File: config.mk
export PLATFORM = sky130hd
export DESIGN_NAME = orx_exec
export DESIGN_NICKNAME = d
export VERILOG_FILES = /design/src/orx_alu.v /design/src/orx_exec.v
export VERILOG_INCLUDE_DIRS = /design/src
export SDC_FILE = /design/constraint.sdc
export NUM_CORES = 1
export LEC_CHECK = 0
export ABC_CLOCK_PERIOD_IN_PS = 2320
export BUFFER_PORTS_ARGS = -buffer_cell sky130_fd_sc_hd__buf_2
export CORE_UTILIZATION = 47
export DETAILED_ROUTE_END_ITERATION = 16
export GPL_ROUTABILITY_DRIVEN = 0
export HOLD_SLACK_MARGIN = 0.05
export PLACE_DENSITY = 0.79
export SETUP_SLACK_MARGIN = 0.2
export SKIP_LAST_GASP = 1
export SLEW_MARGIN = 20
export SYNTH_ARGS = -nofsm -noshare
export SYNTH_HDL_FRONTEND = slang
export SYNTH_HIERARCHICAL = 1
export SYNTH_SLANG_ARGS = --single-unit
File: constraint.sdc
create_clock -name ref_clk -period 2.32 [get_ports ref_clk]
set_clock_uncertainty 0.15 [all_clocks]
set_input_delay 0 -clock ref_clk [delete_from_list [all_inputs] [get_ports ref_clk]]
set_output_delay 0 -clock ref_clk [all_outputs]
set_load 0.005 [all_outputs]
File: src/orx_map.vh
// orx_map.vh: constants for the or/return execution block
// assumes inclusion by bare name from the design files
`ifndef ORX_MAP_VH
`define ORX_MAP_VH
`define ORX_OP_NONE    3'h0
`define ORX_OP_OR_MEM  3'h1
`define ORX_OP_OR_IMM  3'h2
`define ORX_OP_OR_TOM  3'h3
`define ORX_OP_RET     3'h4
`define ORX_OP_RET_IMM 3'h5
`define ORX_OP_INTERRUPT_RETURN_OP    3'h6
`define ORX_ZERO8      8'h00
`define ORX_PC_RST     13'h0000
`define ORX_VEC_RST    13'h0004
`define ORX_ST_IDLE    3'h1
`define ORX_ST_EXEC    3'h2
`define ORX_ST_VECT    3'h4
`endif

File: src/orx_alu.v
// orx_alu.v: combinational or unit with zero detect
// assumes both operands are stable in the same cycle
`timescale 1ns/10ps
`include "orx_map.vh"
module orx_alu (
    input  wire [7:0] a,
    input  wire [7:0] b,
    output wire [7:0] y,
    output wire       zero
);
    assign y    = a | b;
    assign zero = (y == `ORX_ZERO8);
endmodule // orx_alu

File: src/orx_exec.v
// orx_exec.v: execution of or and return instructions for an 8-bit core
// assumes decode presents one op per valid pulse and stack data with it
// Contract
// - or with memory puts accumulator or memory byte into the accumulator and updates zero.
// - or with immediate puts accumulator or immediate into the accumulator and updates zero.
// - the memory-target variant writes accumulator or memory byte back to data memory.
// - plain return loads the pc from the stack pop and leaves flags alone.
// - return with immediate loads the pc from the stack and the accumulator with the immediate.
// - interrupt return loads the pc from the stack and sets the master interrupt enable.
// - no interrupt is entered while the master interrupt enable is clear.
// - a request already pending at the edge before the interrupt return is taken is vectored before the main program resumes.
`timescale 1ns/10ps
`include "orx_map.vh"
module orx_exec (
    input  wire        ref_clk,
    input  wire        srst,
    input  wire        op_valid,
    input  wire [2:0]  op_code,
    input  wire [7:0]  imm_data,
    input  wire [7:0]  mem_rdata,
    input  wire [12:0] stack_top,
    input  wire        irq_pending,
    input  wire        irq_vector_en,
    input  wire [12:0] irq_vector,
    input  wire        emi_set,
    input  wire        emi_clr,
    output reg  [7:0]  accumulator_reg,
    output reg         zero_flag_q,
    output reg         master_irq_enable,
    output reg  [12:0] pc_q,
    output reg         pc_load_q,
    output reg         stack_pop_q,
    output reg         stack_push_q,
    output reg  [12:0] stack_push_data_q,
    output reg         mem_we_q,
    output reg  [7:0]  mem_wdata_q,
    output reg         irq_ack_q,
    output reg  [2:0]  state_q
);
    // one-hot states of the issue and vector sequence
    localparam [2:0] ST_IDLE = `ORX_ST_IDLE;
    localparam [2:0] ST_EXEC = `ORX_ST_EXEC;
    localparam [2:0] ST_VECT = `ORX_ST_VECT;

    wire [7:0]  alu_b;
    wire [7:0]  or_y;
    wire        or_zero;
    reg  [2:0]  state_d;
    // next values of the architectural registers
    reg  [7:0]  acc_d;
    reg         zero_d;
    reg         emi_d;
    reg  [12:0] pc_d;
    reg         irq_sync1_q;
    reg         irq_sync2_q;
    wire        take_op;
    wire        take_irq;
    wire        enter_vec;
    wire        dec_or_mem;
    wire        dec_or_imm;
    wire        dec_or_tom;
    wire        dec_ret;
    wire        dec_ret_imm;
    wire        dec_interrupt_return_op;
    wire        dec_ret_any;
    wire        dec_or_acc;

    // an op is accepted only from idle; the busy cycles refuse it silently
    assign take_op     = op_valid & (state_q == ST_IDLE);
    assign dec_or_mem  = take_op & (op_code == `ORX_OP_OR_MEM);
    assign dec_or_imm  = take_op & (op_code == `ORX_OP_OR_IMM);
    assign dec_or_tom  = take_op & (op_code == `ORX_OP_OR_TOM);
    assign dec_ret     = take_op & (op_code == `ORX_OP_RET);
    assign dec_ret_imm = take_op & (op_code == `ORX_OP_RET_IMM);
    assign dec_interrupt_return_op    = take_op & (op_code == `ORX_OP_INTERRUPT_RETURN_OP);
    assign dec_ret_any = dec_ret | dec_ret_imm | dec_interrupt_return_op;
    assign dec_or_acc  = dec_or_mem | dec_or_imm;

    // second operand: immediate for the immediate form, memory byte otherwise
    assign alu_b = (op_code == `ORX_OP_OR_IMM) ? imm_data : mem_rdata;

    orx_alu u_alu (
        .a    (accumulator_reg),
        .b    (alu_b),
        .y    (or_y),
        .zero (or_zero)
    );

    // the request line comes from the interrupt logic outside this clock path
    always @(posedge ref_clk) begin
        if (srst) begin
            irq_sync1_q <= 1'b0;
            irq_sync2_q <= 1'b0;
        end else begin
            irq_sync1_q <= irq_pending & irq_vector_en;
            irq_sync2_q <= irq_sync1_q;
        end
    end

    assign take_irq  = irq_sync2_q & master_irq_enable;
    assign enter_vec = (state_q == ST_EXEC) & take_irq;

    // vectoring is decided in the cycle after every accepted op
    always @* begin
        state_d = state_q;
        case (state_q)
            ST_IDLE: begin
                if (op_valid)
                    state_d = ST_EXEC;
            end
            ST_EXEC: begin
                state_d = take_irq ? ST_VECT : ST_IDLE;
            end
            ST_VECT: begin
                state_d = ST_IDLE;
            end
            default: begin
                state_d = ST_IDLE;
            end
        endcase
    end

    // sequence state
    always @(posedge ref_clk) begin
        if (srst) begin
            state_q <= ST_IDLE;
        end else begin
            state_q <= state_d;
        end
    end

    // accumulator or results update both, memory-target or updates zero only, return with immediate loads the accumulator only
    always @* begin
        acc_d  = accumulator_reg;
        zero_d = zero_flag_q;
        if (dec_or_acc) begin
            acc_d  = or_y;
            zero_d = or_zero;
        end
        if (dec_or_tom)
            zero_d = or_zero;
        if (dec_ret_imm)
            acc_d = imm_data;
    end

    always @(posedge ref_clk) begin
        if (srst) begin
            accumulator_reg <= `ORX_ZERO8;
            zero_flag_q     <= 1'b0;
        end else begin
            accumulator_reg <= acc_d;
            zero_flag_q     <= zero_d;
        end
    end

    // memory-target or: one write pulse, accumulator kept
    always @(posedge ref_clk) begin
        if (srst) begin
            mem_we_q    <= 1'b0;
            mem_wdata_q <= `ORX_ZERO8;
        end else begin
            mem_we_q <= dec_or_tom;
            if (dec_or_tom)
                mem_wdata_q <= or_y;
        end
    end

    // software set wins over clear; vector entry clears last so a routine is not re-entered
    always @* begin
        emi_d = master_irq_enable;
        if (emi_clr)
            emi_d = 1'b0;
        if (emi_set)
            emi_d = 1'b1;
        if (dec_interrupt_return_op)
            emi_d = 1'b1;
        if (enter_vec)
            emi_d = 1'b0;
    end

    // master interrupt enable
    always @(posedge ref_clk) begin
        if (srst)
            master_irq_enable <= 1'b0;
        else
            master_irq_enable <= emi_d;
    end

    // returns and vector entry never fall in the same cycle
    always @* begin
        pc_d = pc_q;
        if (dec_ret_any)
            pc_d = stack_top;
        if (enter_vec)
            pc_d = irq_vector;
    end

    // pc and stack strobes, one-cycle pulses
    always @(posedge ref_clk) begin
        if (srst) begin
            pc_q              <= `ORX_PC_RST;
            pc_load_q         <= 1'b0;
            stack_pop_q       <= 1'b0;
            stack_push_q      <= 1'b0;
            stack_push_data_q <= `ORX_PC_RST;
            irq_ack_q         <= 1'b0;
        end else begin
            pc_q         <= pc_d;
            pc_load_q    <= dec_ret_any | enter_vec;
            stack_pop_q  <= dec_ret_any;
            stack_push_q <= enter_vec;
            irq_ack_q    <= enter_vec;
            if (enter_vec) begin
                // the current pc_q goes back on the stack so the main program resumes after the routine
                stack_push_data_q <= pc_q;
            end
        end
    end
endmodule // orx_exec

==> summary.txt <==
Yosys
  – Mapped Nets: about 310
  – Yosys warnings: 6
  – Syn_area_per_cell: 9.47 µm²
  – Gate count after technology mapping: 257
  – Unique masters post-synth: 38
  – Mapped Area: 2430 µm²
  – Synth Register Bits: 53
  – Sequential fraction of the synthesis area: a little over two fifths

Global route
  – Antenna violations before repair: 0
  – Largest net degree at the start of global routing: 38
  – Total Routing Usage GR: about a quarter
  – First-pass GRT wire length: 11.1 mm
  – Grt ovf: 0
  – Vias in the first global route: 2,432

Cells and area
  – Commonest non-fill, non-tap cell in the layout: buf_2
  – Ant. Diodes: 0
  – Fraction of layout cells with a size suffix above 1: 39.2%
  – Fin area: ~3500 µm²
  – Fin cells: 462
  – Area delta synth->final: 44.3%
  – Biggest regs: pc_q x13, stack_push_data_q x13
  – Nets@finish: 446
  – Most frequent cells in the layout: buf_2 (103), dfxtp_1 (53), dlygate4sd3_1 (43)

STA
  – RSZ-0062 raised after global routing: no
  – Hold_ws: 63.5 ps
  – Actual slew at the worst max-slew pin: 601 ps
  – Tmin final: ~2000 ps
  – Final Hold Viols: 0
  – Final worst path period share: 86.6%
  – Final Max Slew Viols: 0
  – Setup TNS: 0 ps
  – Setup-failing EPs final: 0
  – Max Freq: around 0.50 GHz
  – Slew HR: between 50% and 60%

Critical path
  – Data arrival time of the critical path: 2070 ps
  – Worst Path Required: between 2000 and 2500 ps
  – R2R depth: 5
  – Crit. End Element: flop
  – Crit Path Category: reg2reg
  – Startpoint types: flop
  – RR Endpoint: master_irq_enable
  – Reg-to-reg slack, setup: a little over 300 ps
  – Reg2reg start: state_q[2]
  – Crit path max fanout: 11

Run status
  – Status: completed

Route
  – DR iter-0 viols: 178
  – DR pass1 iterations: 5
  – Via count: 2,569
  – DR WL/cell: about 15 µm
  – Via-to-Cell Ratio: 5.56
  – Remaining DRCs: 0
  – Post-DRT Antenna Nets: 0
  – Total wire length: 7.13 mm

Placed design
  – DP Area: 2990 µm²
  – Port-buffer cells: 103
  – Dpl cells: 411
  – Post-DP HPWL: 4.53 mm

Hold path
  – Hold Path Sink: mem_we_q
  – Hold depth: 3
  – Min-delay src: op_code[2]
  – Hold Crit Class: in2reg

Clocking
  – Post-cts gate resize count: 0
  – CTS Buffer Depth: 2
  – CTS buffer count: 5
  – TritonCTS clock tree: built
  – Clock Pin Slew Worst Setup and Hold Paths: 90 ps
  – H-tree Lvls: 2
  – Clk Latency, worst-skew pair: approximately 310 ps
  – Hold Buf Count CTS: 43
  – Clk root buf: clkbuf_8
  – Setup repair bufs after CTS: 0
  – Clk sinks: 53

Pwr
  – Pleak: 1.60 nW
  – Total Power: ~1.8 mW
  – Peak VDD IR: around 0.00033 V
  – Power Density: between 500 and 600 nW/µm²

Job
  – Maxcap violations: 0

Floorplanning
  – Initial core utilization: approximately 50%
  – Num ports: 104
  – Chip width: 74.0 µm
  – DIE HEIGHT: around 74 µm
  – Core Region: between 4000 and 5000 µm²
  – Num rows: 25
  – Die area: 5470 µm²
## through the flow
step	utilization, %	worst slack, ps
6_report	72.4	311
5_1_grt	72.4	227
4_1_cts	72.4	311
3_5_place_dp	61.6	82.1
3_3_place_gp	61.6	163
2_1_floorplan	-	239
## where the power goes
| part | internal [mW] | switching (mW) | leakage (nW) | total (mW) |
|---|---|---|---|---|
| Combinational | 0.179 | 0.141 | 1.12 | 0.320 |
| Clock | 0.218 | 0.312 | 0.0447 | 0.530 |
| Sequential | 0.942 | 0.0288 | 0.431 | 0.971 |
| Total | 1.34 | 0.481 | 1.60 | 1.82 |
## Yosys cell counts (all sizes together)
library cell	count	area, µm²
xnor2	1	8.76
and4	1	8.76
and4bb	2	25.0
nor4	5	31.3
nor2	6	22.5
nand3	14	70.1
buf	11	68.8
or4b	1	10.0
a21oi	16	80.1
nand2b	16	100
a221oi	1	8.76
nand4b	1	8.76
inv	23	86.3
a21o	1	7.51
a41oi	8	70.1
o221a	21	236
nor3	1	16.3
or2	8	50.1
clkbuf	13	50.0
mux2	8	90.1
nand2	3	11.3
a31oi	13	81.3
or3	1	6.26
nor2b	2	12.5
dfxtp	53	1060
mux2i	8	80.1
o31ai	1	7.51
nor3b	1	18.8
o21ai	13	65.1
nand4bb	2	22.5
o21a	1	7.51
a32o	1	10.0
## how the worst max path moves through the flow
stage	end	startpoint
3_5_place_dp	zero_flag_q	op_code[1]
6_report	master_irq_enable	state_q[2]
3_3_place_gp	zero_flag_q	op_code[2]
5_1_grt	master_irq_enable	state_q[1]
2_1_floorplan	zero_flag_q	op_code[2]
4_1_cts	master_irq_enable	state_q[1]
## metal layers
layer | GRT usage, % | vias up | part of all wire, %
met5 | 0 | - | 0
li1 | - | 1214 | -
met2 | 44.2 | 134 | 49
met3 | 5.15 | 12 | 8.6
met1 | 33.9 | 1209 | 41
met4 | 9.62 | 0 | 1.5
## cell type report
cell class / count / area, µm²
clock buffer: 5 / 68.8
clock inverter: 3 / 25.0
fill: 353 / 1340
inverter: 23 / 86.3
multi-input combinational: 157 / 1170
sequential: 53 / 1060
tap: 67 / 83.8
timing repair buffer: 154 / 1020
## worst max-delay path, cell delays in order, from the launching register on
cell and delay, ps:
dfxtp_1 340, and4bb_2 320, buf_4 190, nand4b_1 110
dlygate4sd3_1 570, a221oi_1 230
## cells by family (layout without fill, tap and decap cells)
| group | Yosys count | in the layout | share of synthesized area (%) |
|---|---|---|---|
| buffers and inverters | 47 | 185 | 8.43 |
| xor gates and xnor gates | 1 | 1 | 0.360 |
| AOI/OAI and AO/OA | 76 | 76 | 23.6 |
| DFF | 53 | 53 | 43.6 |
| and+or+nand+nor | 64 | 64 | 17.0 |
| muxes | 16 | 16 | 6.99 |
No activity file was read; power rests on OpenSTA's default activity.
